## src/rtl/tpr_map.vh

```
`ifndef TPR_MAP_VH
`define TPR_MAP_VH

// register byte addresses on the wishbone bus
`define TPR_ADR_TMR_ROUTE   8'h00
`define TPR_ADR_IRQ_ROUTE   8'h04

// timer routing register field positions (low bit of each field)
`define TPR_TMR5_SEC_IN_LSB 5'd12
`define TPR_TMR5_PRI_OUT_LSB 5'd10
`define TPR_TMR5_PRI_IN_LSB 5'd8
`define TPR_TMR4_SEC_IN_LSB 5'd4
`define TPR_TMR4_PRI_OUT_LSB 5'd2

// writable bits; reserved and out-of-scope bits stay zero
`define TPR_TMR_WMASK       32'h00003f3c
`define TPR_IRQ_WMASK       32'hffffffff

// reset values
`define TPR_TMR_RESET       32'h00000000
`define TPR_IRQ_RESET       32'h00000000

// select codes
`define TPR_SEL_OFF         2'b00
`define TPR_SEL_PIN0_ALT    2'b01
`define TPR_SEL_PIN1        2'b10
`define TPR_SEL_PIN2        2'b11

`define TPR_READ_ZERO       32'h00000000

`endif

```

## src/rtl/tpr_pin_sel.v

```verilog
`include "tpr_map.vh"

// three-way input pin selector with a registered result
module tpr_pin_sel (
  // clock and reset
  input  wire       i_sys_clk,
  input  wire       i_reset,
  // selection
  input  wire [1:0] i_sel,
  input  wire       i_block,
  input  wire [2:0] i_pins,
  // routed signal
  output reg        o_sig
);

  reg sig_next;

  // codes 00 and 01 both land on pin 0
  always @* begin
    case (i_sel)
      `TPR_SEL_OFF:      sig_next = i_pins[0];
      `TPR_SEL_PIN0_ALT: sig_next = i_pins[0];
      `TPR_SEL_PIN1:     sig_next = i_pins[1];
      `TPR_SEL_PIN2:     sig_next = i_pins[2];
      default:           sig_next = i_pins[0];
    endcase
    if (i_block) begin
      sig_next = 1'b0;
    end
  end

  always @(posedge i_sys_clk) begin
    if (i_reset) begin
      o_sig <= 1'b0;
    end else begin
      o_sig <= sig_next;
    end
  end

endmodule

```

## src/rtl/tpr_route.v

```verilog
// Our own choices: the Wishbone slave port and the placing of the registers.
`include "tpr_map.vh"

module tpr_route #(
  parameter IRQ_CH = 16
) (
  // clock and resets
  input  wire                  i_sys_clk,
  input  wire                  i_reset,
  input  wire                  i_dstby_reset,
  // wishbone slave
  input  wire                  i_wb_cyc,
  input  wire                  i_wb_stb,
  input  wire                  i_wb_we,
  input  wire [7:0]            i_wb_adr,
  input  wire [3:0]            i_wb_sel,
  input  wire [31:0]           i_wb_dat,
  output reg  [31:0]           o_wb_dat,
  output reg                   o_wb_ack,
  // timer channel 4
  input  wire                  i_tmr4_primary_out,
  input  wire [2:0]            i_tmr4_secondary_pin,
  output reg  [2:0]            o_tmr4_primary_pin_out,
  output reg  [2:0]            o_tmr4_primary_pin_oe,
  output wire                  o_tmr4_secondary_in,
  // timer channel 5
  input  wire                  i_tmr5_primary_out,
  input  wire [2:0]            i_tmr5_primary_pin,
  input  wire [2:0]            i_tmr5_secondary_pin,
  output reg  [2:0]            o_tmr5_primary_pin_out,
  output reg  [2:0]            o_tmr5_primary_pin_oe,
  output wire                  o_tmr5_primary_in,
  output wire                  o_tmr5_secondary_in,
  // external interrupt channels, three alternative pins each
  input  wire [3*IRQ_CH-1:0]   i_irq_pin,
  output wire [IRQ_CH-1:0]     o_irq_in
);

  reg  [31:0] tmr_route_reg;
  reg  [31:0] irq_route_reg;
  reg  [31:0] tmr_route_next;
  reg  [31:0] irq_route_next;
  reg  [31:0] rd_next;
  reg  [31:0] lane_mask;
  reg         wr_pending_reg;
  reg  [7:0]  wr_adr_reg;
  reg  [31:0] wr_dat_reg;
  reg  [3:0]  wr_sel_reg;
  wire        bus_req;
  wire        hit_tmr;
  wire        hit_irq;
  wire [1:0]  tmr5_sec_sel;
  wire [1:0]  tmr5_out_sel;
  wire [1:0]  tmr5_in_sel;
  wire [1:0]  tmr4_sec_sel;
  wire [1:0]  tmr4_out_sel;
  wire        tmr5_in_blocked;
  reg  [2:0]  tmr4_oe_next;
  reg  [2:0]  tmr5_oe_next;

  assign bus_req = i_wb_cyc & i_wb_stb;
  assign hit_tmr = (i_wb_adr == `TPR_ADR_TMR_ROUTE);
  assign hit_irq = (i_wb_adr == `TPR_ADR_IRQ_ROUTE);

  // ---------------------------------------------------------------
  // bus handshake: ack one cycle after the request, dropped after one
  // cycle. the write lands at the edge where the master samples ack,
  // so the stored value never runs ahead of the bus transfer.
  // ---------------------------------------------------------------
  always @* begin
    rd_next = `TPR_READ_ZERO;
    if (hit_tmr) begin
      rd_next = tmr_route_reg & `TPR_TMR_WMASK;
    end else if (hit_irq) begin
      rd_next = irq_route_reg;
    end
  end

  always @(posedge i_sys_clk) begin
    if (i_reset || i_dstby_reset) begin
      o_wb_ack       <= 1'b0;
      o_wb_dat       <= `TPR_READ_ZERO;
      wr_pending_reg <= 1'b0;
      wr_adr_reg     <= 8'h00;
      wr_dat_reg     <= `TPR_READ_ZERO;
      wr_sel_reg     <= 4'h0;
    end else begin
      o_wb_ack       <= bus_req & ~o_wb_ack;
      wr_pending_reg <= bus_req & ~o_wb_ack & i_wb_we;
      wr_adr_reg     <= i_wb_adr;
      wr_dat_reg     <= i_wb_dat;
      wr_sel_reg     <= i_wb_sel;
      if (bus_req & ~o_wb_ack & ~i_wb_we) begin
        o_wb_dat <= rd_next;
      end else if (!bus_req) begin
        // read data holds until an edge sees the request dropped
        o_wb_dat <= `TPR_READ_ZERO;
      end
    end
  end

  // byte lanes to a bit mask
  genvar lane;
  generate
    for (lane = 0; lane < 4; lane = lane + 1) begin : g_lane
      always @* begin
        lane_mask[8*lane+7:8*lane] = {8{wr_sel_reg[lane]}};
      end
    end
  endgenerate

  // commit at the ack edge, only if the master still holds the request
  always @* begin
    tmr_route_next = tmr_route_reg;
    irq_route_next = irq_route_reg;
    if (wr_pending_reg && o_wb_ack && bus_req) begin
      if (wr_adr_reg == `TPR_ADR_TMR_ROUTE) begin
        // reserved pairs are never stored, so they read back zero
        tmr_route_next = (tmr_route_reg & ~(lane_mask & `TPR_TMR_WMASK)) |
                         (wr_dat_reg & lane_mask & `TPR_TMR_WMASK);
      end else if (wr_adr_reg == `TPR_ADR_IRQ_ROUTE) begin
        irq_route_next = (irq_route_reg & ~(lane_mask & `TPR_IRQ_WMASK)) |
                         (wr_dat_reg & lane_mask & `TPR_IRQ_WMASK);
      end
    end
  end

  // deep-standby reset is deliberately absent here
  always @(posedge i_sys_clk) begin
    if (i_reset) begin
      tmr_route_reg <= `TPR_TMR_RESET;
      irq_route_reg <= `TPR_IRQ_RESET;
    end else begin
      tmr_route_reg <= tmr_route_next;
      irq_route_reg <= irq_route_next;
    end
  end

  // ---------------------------------------------------------------
  // field extraction
  // ---------------------------------------------------------------
  assign tmr5_sec_sel = tmr_route_reg[`TPR_TMR5_SEC_IN_LSB +: 2];
  assign tmr5_out_sel = tmr_route_reg[`TPR_TMR5_PRI_OUT_LSB +: 2];
  assign tmr5_in_sel  = tmr_route_reg[`TPR_TMR5_PRI_IN_LSB +: 2];
  assign tmr4_sec_sel = tmr_route_reg[`TPR_TMR4_SEC_IN_LSB +: 2];
  assign tmr4_out_sel = tmr_route_reg[`TPR_TMR4_PRI_OUT_LSB +: 2];

  // odd primary pin is not bidirectional: output wins
  assign tmr5_in_blocked = (tmr5_out_sel != `TPR_SEL_OFF);

  // ---------------------------------------------------------------
  // primary output routing; one pin enabled at most per channel.
  // the timer value is gated so an unselected pin shows a quiet zero.
  // ---------------------------------------------------------------
  always @* begin
    tmr4_oe_next = 3'b000;
    tmr5_oe_next = 3'b000;
    case (tmr4_out_sel)
      `TPR_SEL_OFF:      tmr4_oe_next = 3'b000;
      `TPR_SEL_PIN0_ALT: tmr4_oe_next = 3'b001;
      `TPR_SEL_PIN1:     tmr4_oe_next = 3'b010;
      `TPR_SEL_PIN2:     tmr4_oe_next = 3'b100;
      default:           tmr4_oe_next = 3'b000;
    endcase
    case (tmr5_out_sel)
      `TPR_SEL_OFF:      tmr5_oe_next = 3'b000;
      `TPR_SEL_PIN0_ALT: tmr5_oe_next = 3'b001;
      `TPR_SEL_PIN1:     tmr5_oe_next = 3'b010;
      `TPR_SEL_PIN2:     tmr5_oe_next = 3'b100;
      default:           tmr5_oe_next = 3'b000;
    endcase
  end

  // channel 4 primary is output only and has no input path
  always @(posedge i_sys_clk) begin
    if (i_reset || i_dstby_reset) begin
      o_tmr4_primary_pin_oe  <= 3'b000;
      o_tmr4_primary_pin_out <= 3'b000;
      o_tmr5_primary_pin_oe  <= 3'b000;
      o_tmr5_primary_pin_out <= 3'b000;
    end else begin
      o_tmr4_primary_pin_oe  <= tmr4_oe_next;
      o_tmr4_primary_pin_out <= tmr4_oe_next & {3{i_tmr4_primary_out}};
      o_tmr5_primary_pin_oe  <= tmr5_oe_next;
      o_tmr5_primary_pin_out <= tmr5_oe_next & {3{i_tmr5_primary_out}};
    end
  end

  // ---------------------------------------------------------------
  // input routing. the pad level is taken as is, except at the channel 5
  // primary input, which reads zero while a channel 5 output pin is selected;
  // elsewhere whatever another function drives on a shared pin reaches the timer as feedback.
  // ---------------------------------------------------------------
  tpr_pin_sel u_tmr4_sec (
    .i_sys_clk (i_sys_clk),
    .i_reset   (i_reset),
    .i_sel     (tmr4_sec_sel),
    .i_block   (1'b0),
    .i_pins    (i_tmr4_secondary_pin),
    .o_sig     (o_tmr4_secondary_in)
  );

  tpr_pin_sel u_tmr5_sec (
    .i_sys_clk (i_sys_clk),
    .i_reset   (i_reset),
    .i_sel     (tmr5_sec_sel),
    .i_block   (1'b0),
    .i_pins    (i_tmr5_secondary_pin),
    .o_sig     (o_tmr5_secondary_in)
  );

  tpr_pin_sel u_tmr5_pri (
    .i_sys_clk (i_sys_clk),
    .i_reset   (i_reset),
    .i_sel     (tmr5_in_sel),
    .i_block   (tmr5_in_blocked),
    .i_pins    (i_tmr5_primary_pin),
    .o_sig     (o_tmr5_primary_in)
  );

  // one selector per interrupt channel, field n at bits 2n+1:2n
  genvar ch;
  generate
    for (ch = 0; ch < IRQ_CH; ch = ch + 1) begin : g_irq
      tpr_pin_sel u_irq_sel (
        .i_sys_clk (i_sys_clk),
        .i_reset   (i_reset),
        .i_sel     (irq_route_reg[2*ch+1:2*ch]),
        .i_block   (1'b0),
        .i_pins    (i_irq_pin[3*ch+2:3*ch]),
        .o_sig     (o_irq_in[ch])
      );
    end
  endgenerate

endmodule

```

## config.mk

```make
export PLATFORM = sky130hd
export DESIGN_NAME = tpr_route
export DESIGN_NICKNAME = d
export VERILOG_FILES = /design/src/rtl/tpr_pin_sel.v /design/src/rtl/tpr_route.v
export VERILOG_INCLUDE_DIRS = /design/src /design/src/rtl
export SDC_FILE = /design/constraint.sdc
export NUM_CORES = 1
export LEC_CHECK = 0
export CAP_MARGIN = 20
export CORE_ASPECT_RATIO = 1.75
export CORE_MARGIN = 8
export CORE_UTILIZATION = 40
export DETAILED_ROUTE_END_ITERATION = 8
export DONT_BUFFER_PORTS = 1
export GPL_TIMING_DRIVEN = 1
export PLACE_DENSITY = 0.53
export SYNTH_ARGS = -nofsm -noshare
export SYNTH_HDL_FRONTEND = slang
export SYNTH_SLANG_ARGS = --single-unit
```

## constraint.sdc

```tcl
create_clock -name i_sys_clk -period 2.3 [get_ports i_sys_clk]
set_clock_uncertainty 0.2 [all_clocks]
set_input_delay 0.575 -clock i_sys_clk [delete_from_list [all_inputs] [get_ports i_sys_clk]]
set_output_delay 0.575 -clock i_sys_clk [all_outputs]
set_load 0.01 [all_outputs]
```

After elaboration in Yosys (flattened, before gate mapping):

Index checks and enable logic that the tools add are counted.

* memory bits (read-only): 0
* bits in latches: 0
* flip-flop bits (word level): 173
* memories kept: 0
* output and inout bits: 64
* bits in writable memories: 0
* word-level logic and storage cells: 187
* input port bits: 109

* bitwise operators: 16
* reductions and logical operators: 49
* order comparisons: 0
* multipliers: 0
* multiplexer cells: 25
* divide/modulo/power cells: 0
* shift-type cells: 0
* equality and inequality tests: 66
* add/sub/neg operators: 0

Operator list (number)
* $mux W32: 4
* $and A32 B32 Y32: 3
* $eq A2 B2 Y1 const B: 42
* $pmux W1 S3: 19
* $eq A2 B1 Y1 const B: 21
* $logic_not A2 Y1: 21
* $reduce_or A2 Y1: 20
* $not A14 Y32: 1
* $not A32 Y32: 1
* $or A32 B14 Y32: 1
* $or A32 B32 Y32: 1
* $pmux W3 S4: 2
* $eq A8 B3 Y1 const B: 2
* $logic_not A8 Y1: 2
* $and A3 B3 Y3: 2
* $and A1 B1 Y1: 4
* $not A1 Y1: 3
* $reduce_and A3 Y1: 1
* $logic_and A1 B1 Y1: 2
* $ne A2 B1 Y1 const B: 1
* $reduce_and A2 Y1: 1
* $reduce_bool A2 Y1: 1
* $logic_or A1 B1 Y1: 1

Depth between registers and ports, before layout:

Gate-level depths: netlist (run 1).

* word-level depth: 4
* gate-level depth with buffers: 5
* mapped depth without buffers: 3

By module:

A second synthesis (run 1) with hierarchy kept.

* cells, all modules: 479
* area, all modules: 5592.9 µm²

Modules (own cells, without submodules)
* tpr_route: cells an instance 403, times used 1, sequential area each 2642.5 µm², area each 4665.7 µm²
* tpr_pin_sel: cells an instance 4, times used 19, sequential area each 20.0 µm², area each 48.8 µm²

Worst setup path after synthesis (run 1):

Ideal clock, no wire load.

* kind: input port to flip-flop
* from: in i_wb_stb
* to: reg with a tool-made name
* stages: 4
* path buffers: 1
* slack: 0.245 ns
* setup time: 0.119 ns
* data required time: 1.981 ns
* data arrival time: 1.736 ns
* cell sequence: nand4b_2 -> or4_4 -> buf_6 -> mux2i_1

RTL lines
* from (decl): RTL line tpr_route.v:13 `input wire i_wb_stb,`

==> results of run 1 <==
==> layout make-up <==
type | count | area, um2 | area share
multi-input cells | 299 | 2340 | 0.375
repair buffers | 11 | 95.1 | 0.0152
inverters | 2 | 7.51 | 0.00120
well taps | 177 | 221 | 0.0354
clock buffers | 19 | 453 | 0.0725
diodes | 3 | 7.51 | 0.00120
clock inverters | 13 | 97.6 | 0.0156
flip-flops and latches | 151 | 3020 | 0.484
==> layout by cell type (no fill, tap or decap), drive strengths merged, types with 2 or more instances in the layout <==
master	synthesis	routed
dfxtp	151	151
nor3	2	2
clkbuf	22	19
diode	0	3
nand2	3	3
clkinvlp	0	7
o2bb2ai	10	10
nor3b	5	5
inv	2	6
a211oi	18	18
and2	49	49
or2	2	2
nand2b	75	75
mux2i	71	71
or4b	3	3
nor4	6	6
nor2	22	22
buf	20	11
and3	2	2
clkinv	0	2
nand4b	2	2
a32o	22	22
==> kinds of logic (layout without fill, tap and decap cells) <==
logic type	Yosys count	in the layout	synth area share
compound gates	51	51	0.0801
buf+inv	44	45	0.0429
flops	151	151	0.540
mux	71	71	0.127
other cells	0	3	0
simple gates	177	177	0.210
==> report_power, final <==
part | total, mW | leakage (nW) | internal (mW) | switching (mW)
combinational | 0.122 | 0.749 | 0.0691 | 0.0528
clock | 2.54 | 0.251 | 1.45 | 1.10
sequential | 2.69 | 1.23 | 2.67 | 0.0279
total | 5.36 | 2.23 | 4.18 | 1.18
==> per-stage QoR <==
stage	utilization	power (mW)
detailed placement	0.414	2.88
floorplan	-	2.89
finish	0.454	5.36
global route	0.454	5.59
global placement	0.414	2.87
CTS	0.454	5.45
==> Yosys cell counts, drive strengths merged, types with 2 or more instances <==
cell	count
nand2b	75
and3	2
clkbuf	22
mux2i	71
o2bb2ai	10
or4b	3
nor4	6
or2	2
nor2	22
nand2	3
and2	49
dfxtp	151
buf	20
nand4b	2
nor3b	5
inv	2
a32o	22
nor3	2
a211oi	18
==> final timing paths <==
path | end | slack (ns) | cells past startpoint
min reg2reg | flop | 0.25 | 2
max | flop | 0.27 | 3
max reg2reg | flop | 0.27 | 3
min | g_irq[1].u_irq_sel.o_sig | 0.05 | 1
==> per-layer routing <==
layer,GRT usage,vias up,share of wire
li1,-,1692,-
met1,0.140,1676,0.36
met2,0.273,106,0.56
met3,0.0619,9,0.073
met4,0.0630,2,0.0092
met5,0,-,0.00089
==> results by group, run 1 <==
Cells and area
  – Layout Cells excl Fill: 675
  – Post-layout net count: 591
  – Final Cell Area: 6250 um2
  – Area growth, synth to finish: 11.7%
  – Share of cells above drive strength 1: 0.113
  – Number of fill cells in the layout: 1304

Worst setup path
  – Worst Path Arrival: 2.12 ns
  – Crit path max fanout: 8
  – Worst EP required: 2.39 ns
  – CP max-delay cell: or4b_4
  – CP Cell Sequence: or4b_4 -> or4_4 -> mux2i_1
  – Crit path max-delay family: simple AND/OR/NAND/NOR gates
  – Crit start category: flop
  – Max incr delay on CP: 0.64 ns
  – Buf/Inv on CP: 0
  – Worst Setup SP: wr_adr_reg[5]
  – Setup CP Type: flop to flop
  – CP endpoint kind: flop
  – Reg2reg start: wr_adr_reg[5]

Logic synthesis
  – Cell accounting for the most synthesized area: dfxtp_1
  – Post-synth EDFFs: 0
  – Sequential-to-total area share from yosys stat: 0.540
  – Async SR Flop Fraction: 0
  – Netlist cell types: 33
  – Yosys warns: 0
  – Top cell type's share of synthesized area: 0.540
  – Largest cells by area after synthesis: dfxtp_1, mux2i_1, nand2b_1
  – Ys flop type: dfxtp_1
  – Syn Area/Cell: 11.3 um2
  – Yosys reg bits: 151
  – Post-Synthesis Cells: 494
  – Mapped Nets: 603
  – Cell area after synthesis: 5600 um2

Clock tree
  – Clk root buf: clkbuf_16
  – Hold_buf cts: 0
  – CTS resizes: 0
  – Clock sink total: 151
  – H-tree Lvls: 4
  – TritonCTS clock tree: yes
  – Total clock buffers created by CTS: 17
  – Post-CTS Setup Bufs: 0
  – Later-pin clock latency in the skew report: 0.41 ns
  – Clock transition at path regs: 0.06 ns
  – Max Root-Sink Buffers: 2

Run
  – Max cap viols: 0

GRT
  – First-pass GRT wire length: 20500 um
  – Overflow after GRT: 0
  – Largest net degree at the start of global routing: 96
  – Vias in the first global route: 3674
  – All-Layer GR Usage: 0.148
  – Initial antenna violation count: 4

STA
  – Slew headroom: 0.704
  – Final setup TNS: 0 ns
  – Final Slew Violations: 0
  – Final Setup Violations: 0
  – Min Tclk post-route: 2.03 ns
  – Final-report hold violation count: 0
  – Fmax: 492 MHz
  – Unrepaired setup endpoints after global routing: no
  – Hold_ws: 0.0451 ns
  – Final period utilization: 0.884
  – Slew @ Worst Pin: 0.440 ns
  – Setup slack after layout: 0.267 ns

Pwr
  – Leakage dissipation: 2.23 nW
  – Peak supply drop: 0.402 mV
  – Pwr dens: 858 nW/um2

Drt
  – TritonRoute pass-1 iters: 4
  – DRC viols: 0
  – WL/cell: 19.9 um
  – Final Routed Wirelength: 13400 um
  – Vias: 3485
  – Via density: 5.16
  – Antenna Nets Post-Route: 0
  – Initial DRC Count: 71

Die
  – Die Ht: 172 um
  – Full die area: 18200 um2
  – Core footprint: 13800 um2
  – IO Count: 173
  – Initial Util: 0.407
  – DIE WIDTH: 105 um
  – Row count: 57

Run status
  – Status: finished, final reports clean

Placed design
  – Pre-CTS setup slack: 0.250 ns
  – Port buffer count: 0
  – DP Cell Count: 640
  – Placed instance area: 5690 um2
  – GP Congestion: 0.731
  – Post-detail-place hpwl: 9640 um

Worst hold path
  – HP Start: i_reset
  – Worst Hold Class: input port to flop
Power figures use the tool's default switching activity.
==> inputs of run 2 (changes only) <==
--- a/config.mk
+++ b/config.mk
@@ -7,7 +7,7 @@
 export NUM_CORES = 1
 export LEC_CHECK = 0
 export CAP_MARGIN = 20
-export CORE_ASPECT_RATIO = 1.75
+export CORE_ASPECT_RATIO = 1.25
 export CORE_MARGIN = 8
 export CORE_UTILIZATION = 40
 export DETAILED_ROUTE_END_ITERATION = 8
==> constraint.sdc (replaced) <==
create_clock -name i_sys_clk -period 2.3 [get_ports i_sys_clk]
set_clock_uncertainty 0.2 [all_clocks]
set_input_delay 0.575 -clock i_sys_clk [delete_from_list [all_inputs] [get_ports i_sys_clk]]
set_output_delay 0.575 -clock i_sys_clk [all_outputs]
set_load 0.005 [all_outputs]
==> run 2 against run 1 <==
Against the previous run: first-iteration DRC count grew 140%; hold slack got worse by 0.0039 ns; sequential power is essentially flat; die area fell by 0.69%; critical path depth unchanged; core utilization increased by 0.46 points; cell area rose by 0.92%; worst setup slack worse by 0.029 ns; via count decreased by 0.49%.
==> results by group, run 2 (synthesis gave the netlist of run 1 again) <==
Worst setup path
  – CP max-delay cell: or4b_4
  – Crit start category: flop
  – CP endpoint kind: flop
  – Worst Path Arrival: 2.16 ns (+0.04 ns)
  – Max incr delay on CP: 0.64 ns (about the same)
  – CP Cell Sequence: or4b_4 -> or4_4 -> mux2i_1
  – R2R Setup Slk: 0.24 ns (-0.03 ns)
  – Worst EP required: 2.39 ns (about the same)
  – Reg2reg start: wr_adr_reg[5]
  – Crit path max fanout: 8 (unchanged)
  – Worst Setup SP: wr_adr_reg[5]
  – Setup CP Type: flop to flop

Clock tree
  – Clk root buf: clkbuf_16
  – Max Root-Sink Buffers: 2 (unchanged)
  – Clock sink total: 151 (unchanged)
  – H-tree Lvls: 4 (unchanged)
  – Clock transition at path regs: 0.06 ns (about the same)
  – TritonCTS clock tree: yes
  – CTS resizes: 0 (unchanged)
  – Hold_buf cts: 0 (unchanged)
  – Total clock buffers created by CTS: 17 (unchanged)
  – Post-CTS Setup Bufs: 0 (unchanged)
  – Later-pin clock latency in the skew report: 0.41 ns (about the same)

Die
  – Initial Util: 0.407 (about the same)
  – DIE WIDTH: 122 um (+16%)
  – Row count: 48 (-16%)
  – IO Count: 173 (unchanged)
  – Full die area: 18100 um2 (-0.69%)
  – Die Ht: 148 um (-14%)
  – Core footprint: 13800 um2 (about the same)

Drt
  – Antenna Nets Post-Route: 0 (unchanged)
  – DRC viols: 0 (unchanged)
  – Via density: 5.18 (+0.40%)
  – WL/cell: 19.3 um (-3.0%)
  – TritonRoute pass-1 iters: 4 (unchanged)
  – Initial DRC Count: 169 (+140%)
  – Vias: 3468 (-0.49%)
  – Final Routed Wirelength: 12900 um (-3.9%)

Run
  – Max cap viols: 0 (unchanged)

Worst hold path
  – Worst Hold Class: input port to flop
  – HP Start: i_reset

Cells and area
  – Diode count: 0 (-3)
  – Share of cells above drive strength 1: 0.111 (-0.00180)
  – Multi-input gate area: 2340 um2 (unchanged)
  – Register Area: 3020 um2 (unchanged)
  – Commonest cells after routing, fill and taps aside: dfxtp_1, nand2b_1, mux2i_1, and2_1, a32o_1
  – Final core occ: 0.459 (+0.00456)
  – Layout Cells excl Fill: 669 (-0.89%)
  – Area growth, synth to finish: 12.7%
  – Post-layout net count: 590 (-0.17%)
  – Number of fill cells in the layout: 1314 (+0.77%)
  – Commonest non-fill, non-tap cell in the layout: dfxtp_1

Placed design
  – DP Cell Count: 637 (-0.47%)
  – GP Congestion: 0.712 (-2.6%)
  – Port buffer count: 0 (unchanged)
  – Post-detail-place hpwl: 9100 um (-5.6%)

GRT
  – First-pass GRT wire length: 19900 um (-3.1%)
  – All-Layer GR Usage: 0.144 (-0.00447)
  – Overflow after GRT: 0 (unchanged)
  – Global route hottest layer: met2
  – M2 GR Usage: 0.239 (-0.0345)
  – Initial antenna violation count: 1 (-3)
  – Largest net degree at the start of global routing: 96 (unchanged)
  – Vias in the first global route: 3620 (-1.5%)
  – Global routing usage on met3: 0.0641 (+0.00217)
  – Met1 usage: 0.158 (+0.0180)

STA
  – Final setup TNS: 0 ns (unchanged)
  – Unrepaired setup endpoints after global routing: no
  – Slew @ Worst Pin: 0.460 ns (+0.0192 ns)
  – Final-report hold violation count: 0 (unchanged)
  – Final Setup Violations: 0 (unchanged)
  – Slew headroom: 0.691 (-0.0129)
  – Final Slew Violations: 0 (unchanged)
  – Final period utilization: 0.897 (+0.0128)
  – Min Tclk post-route: 2.06 ns (+0.0294 ns)
  – Fmax: 485 MHz (-1.4%)

Pwr
  – P_int: 4.49 mW (+7.4%)
  – Register share of total power: 0.468 (-0.034)
  – Pwr dens: 910 nW/um2 (+6.1%)
  – Leakage dissipation: 2.27 nW (+2.1%)
  – Clock network power share: 0.511 (+0.036)
  – Sw frac: 0.218 (-0.00188)
  – Power share of the combinational group: 0.021 (-0.002)
  – Peak supply drop: 0.361 mV (-10%)
  – P_sw: 1.25 mW (+6.2%)
  – Total Power: 5.74 mW (+7.1%)

Run status
  – Status: finished, final reports clean
[run 2: changes by cell type in the layout (fill, tap and decap cells not counted)]
cell,delta
clkinvlp_4,-5
bufinv_16,+3
diode_2,-3
inv_6,+3
inv_8,+3
clkbuf_8,-2
clkinv_2,-2
buf_4,-1
[run 2: area by class of cell]
cell class              count  area share
inverters                   2     0.00119
clock inverters            15      0.0317
well taps                 175      0.0347
multi-input cells         299       0.372
repair buffers             10      0.0139
flip-flops and latches    151       0.479
clock buffers              17      0.0674
[run 2: worst paths after layout]
path	to	cells past startpoint
worst max-delay path	flop	3
worst min-delay path	g_irq[1].u_irq_sel.o_sig	1
worst max register to register	flop	3
worst min register to register	flop	2
[run 2: stage by stage]
stage / setup slack (ns) / hold WS (ns) / cell area (um2)
2_1_floorplan: 0.245 / 0.234 / 5600
3_3_place_gp: 0.276 / 0.239 / 5680
3_5_place_dp: 0.245 / 0.247 / 5680
4_1_cts: 0.227 / 0.0142 / 6310
5_1_grt: 0.204 / 0.0195 / 6310
6_report: 0.238 / 0.0412 / 6310
[run 2: layer usage]
metal / wire length [um] / vias up / part of all wire
met4: 147 / 2 / 0.011
met5: 8 / - / 0.00062
met1: 5180 / 1671 / 0.40
met3: 1180 / 11 / 0.091
met2: 6390 / 108 / 0.50
li1: - / 1676 / -
[run 2: power by group through the flow]
stage | Sequential [mW] | Clock (mW) | Combinational (mW)
floorplan | 2.73 | 0 | 0.148
global placement | 2.74 | 0 | 0.122
detailed placement | 2.74 | 0 | 0.124
CTS | 2.68 | 3.02 | 0.124
global route | 2.69 | 3.14 | 0.135
finish | 2.68 | 2.94 | 0.121
[run 2: worst max-delay path, delay by kind of cell, from the launching register on]
| family | cells | cell delay [ns] |
|---|---|---|
| simple gates | 2 | 1.28 |
| mux | 1 | 0.16 |
| flops | 1 | 0.30 |
==> inputs of run 3 (changes only) <==
--- a/config.mk
+++ b/config.mk
@@ -14,6 +14,7 @@
 export DONT_BUFFER_PORTS = 1
 export GPL_TIMING_DRIVEN = 1
 export PLACE_DENSITY = 0.53
+export RECOVER_POWER = 50
 export SYNTH_ARGS = -nofsm -noshare
 export SYNTH_HDL_FRONTEND = slang
 export SYNTH_SLANG_ARGS = --single-unit
==> run 3 against run 2 <==
Against the previous run: fmax about the same; sequential share of layout area up 0.10 points; flip-flop and latch count is the same; clock-buffer cell count unchanged; hold slack about the same; cell area decreased by 0.22%; register-to-register slack about the same; worst setup slack gained 0.0016 ns; cell count unchanged; critical path type unchanged; highest routed layer unchanged; critical path depth is the same; non-clock buffer count did not move; routed wire length grew 0.32%.
==> results by group, run 3 (synthesis gave the netlist of run 1 again) <==
Run status
  – Status: finished, final reports clean

GRT
  – Largest net degree at the start of global routing: 96 (unchanged)
  – Initial antenna violation count: 1 (unchanged)
  – First-pass GRT wire length: 19900 um (unchanged)
  – All-Layer GR Usage: 0.144 (unchanged)
  – Vias in the first global route: 3620 (unchanged)
  – Overflow after GRT: 0 (unchanged)

Worst setup path
  – Crit start category: flop
  – Worst Path Arrival: 2.15 ns (about the same)
  – Worst EP required: 2.39 ns (about the same)
  – Setup CP Type: flop to flop
  – CP endpoint kind: flop
  – Crit path max fanout: 8 (unchanged)

Pwr
  – P_sw: 1.26 mW (+0.24%)
  – Pwr dens: 912 nW/um2 (+0.22%)
  – Clock network power share: 0.512 (about the same)
  – Leakage dissipation: 2.25 nW (-0.98%)
  – P_int: 4.49 mW (about the same)
  – Register share of total power: 0.467 (about the same)
  – Power share of the combinational group: 0.021 (about the same)
  – Peak supply drop: 0.361 mV (about the same)
  – Sw frac: 0.219 (+0.000512)

Clock tree
  – Hold_buf cts: 0 (unchanged)
  – Total clock buffers created by CTS: 17 (unchanged)
  – Clock sink total: 151 (unchanged)
  – Later-pin clock latency in the skew report: 0.41 ns (about the same)
  – Max Root-Sink Buffers: 2 (unchanged)
  – CTS resizes: 0 (unchanged)
  – H-tree Lvls: 4 (unchanged)
  – Clock transition at path regs: 0.06 ns (about the same)
  – Clk root buf: clkbuf_16
  – Post-CTS Setup Bufs: 0 (unchanged)
  – TritonCTS clock tree: yes

STA
  – Slew headroom: 0.503 (-0.188)
  – Slew @ Worst Pin: 0.746 ns (+0.286 ns)
  – Final-report hold violation count: 0 (unchanged)
  – Final Setup Violations: 0 (unchanged)
  – Min Tclk post-route: 2.06 ns (-0.00158 ns)
  – Unrepaired setup endpoints after global routing: no
  – Setup slack after layout: 0.239 ns (+0.00158 ns)
  – Fmax: 485 MHz (about the same)
  – Hold_ws: 0.0410 ns (-0.000183 ns)
  – Final period utilization: 0.896 (about the same)
  – Final Slew Violations: 0 (unchanged)
  – Final setup TNS: 0 ns (unchanged)

Cells and area
  – Commonest non-fill, non-tap cell in the layout: dfxtp_1
  – Layout Cells excl Fill: 669 (unchanged)
  – Number of fill cells in the layout: 1316 (+0.15%)
  – Area growth, synth to finish: 12.5%
  – Diode count: 0 (unchanged)
  – Commonest cells after routing, fill and taps aside: dfxtp_1, nand2b_1, mux2i_1, and2_1
  – Post-layout net count: 590 (unchanged)
  – Share of cells above drive strength 1: 0.107 (-0.00405)

Placed design
  – Port buffer count: 0 (unchanged)
  – DP Cell Count: 637 (unchanged)
  – Pre-CTS setup slack: 0.245 ns (unchanged)
  – GP Congestion: 0.712 (unchanged)
  – Post-detail-place hpwl: 9100 um (unchanged)

Die
  – Core footprint: 13800 um2 (unchanged)
  – Die Ht: 148 um (unchanged)
  – Initial Util: 0.407 (unchanged)
  – IO Count: 173 (unchanged)
  – DIE WIDTH: 122 um (unchanged)
  – Full die area: 18100 um2 (unchanged)
  – Row count: 48 (unchanged)

Drt
  – Antenna Nets Post-Route: 0 (unchanged)
  – Final Routed Wirelength: 12900 um (+0.32%)
  – Via density: 5.18 (about the same)
  – Vias: 3467 (-0.029%)
  – TritonRoute pass-1 iters: 4 (unchanged)
  – Initial DRC Count: 183 (+8.3%)
  – DRC viols: 0 (unchanged)
  – WL/cell: 19.3 um (+0.32%)

Run
  – Max cap viols: 0 (unchanged)

Worst hold path
  – Worst Hold Class: input port to flop
==> run 3: changes by cell type in the layout (fill, tap and decap cells not counted), sizes merged <==
cell,change
clkbuf,+2
buf,-2
==> run 3: worst paths after layout <==
check	endpoint	from	slack (ns)	cells past startpoint
worst max-delay path	flop	wr_adr_reg[5]	0.24	3
worst min-delay path	g_irq[1].u_irq_sel.o_sig	i_reset	0.04	1
worst max register to register	flop	wr_adr_reg[5]	0.24	3
worst min register to register	flop	wr_dat_reg[27]	0.25	2
==> run 3: per-stage QoR <==
stage,util,power [mW],area [um2]
final,0.458,5.74,6290
after global routing,0.458,5.96,6290
after CTS,0.459,5.82,6310
after detailed placement,0.413,2.87,5680
after global placement,0.413,2.87,5680
after floorplan,-,2.88,5600
==> run 3: worst max-delay path, stage by stage, from the launching register on <==
cell	delay (ns)
dfxtp_1	0.30
or4b_4	0.64
or4_4	0.64
mux2i_1	0.16
==> run 3: final cells by class <==
| cell class | count | area (um2) | share of cell area |
|---|---|---|---|
| Sequential cell | 151 | 3020 | 0.480 |
| Timing Repair Buffer | 10 | 81.3 | 0.0129 |
| Clock inverter | 15 | 200 | 0.0318 |
| Tap cell | 175 | 219 | 0.0348 |
| Inverter | 2 | 7.51 | 0.00119 |
| Clock buffer | 17 | 425 | 0.0676 |
| Multi-Input combinational cell | 299 | 2340 | 0.371 |
==> run 3: power by group through the flow <==
stage          Clock (mW)  Sequential [mW]  Combinational (mW)
3_3_place_gp            0             2.74               0.122
6_report             2.94             2.68               0.118
2_1_floorplan           0             2.73               0.148
4_1_cts              3.02             2.68               0.124
5_1_grt              3.14             2.69               0.132
3_5_place_dp            0             2.74               0.124
==> run 3: metal layers <==
metal	GRT usage	wire length [um]	vias to the layer above
met5	0	13	-
li1	-	-	1678
met1	0.158	5250	1671
met3	0.0641	1160	11
met2	0.239	6360	105
met4	0.0501	147	2
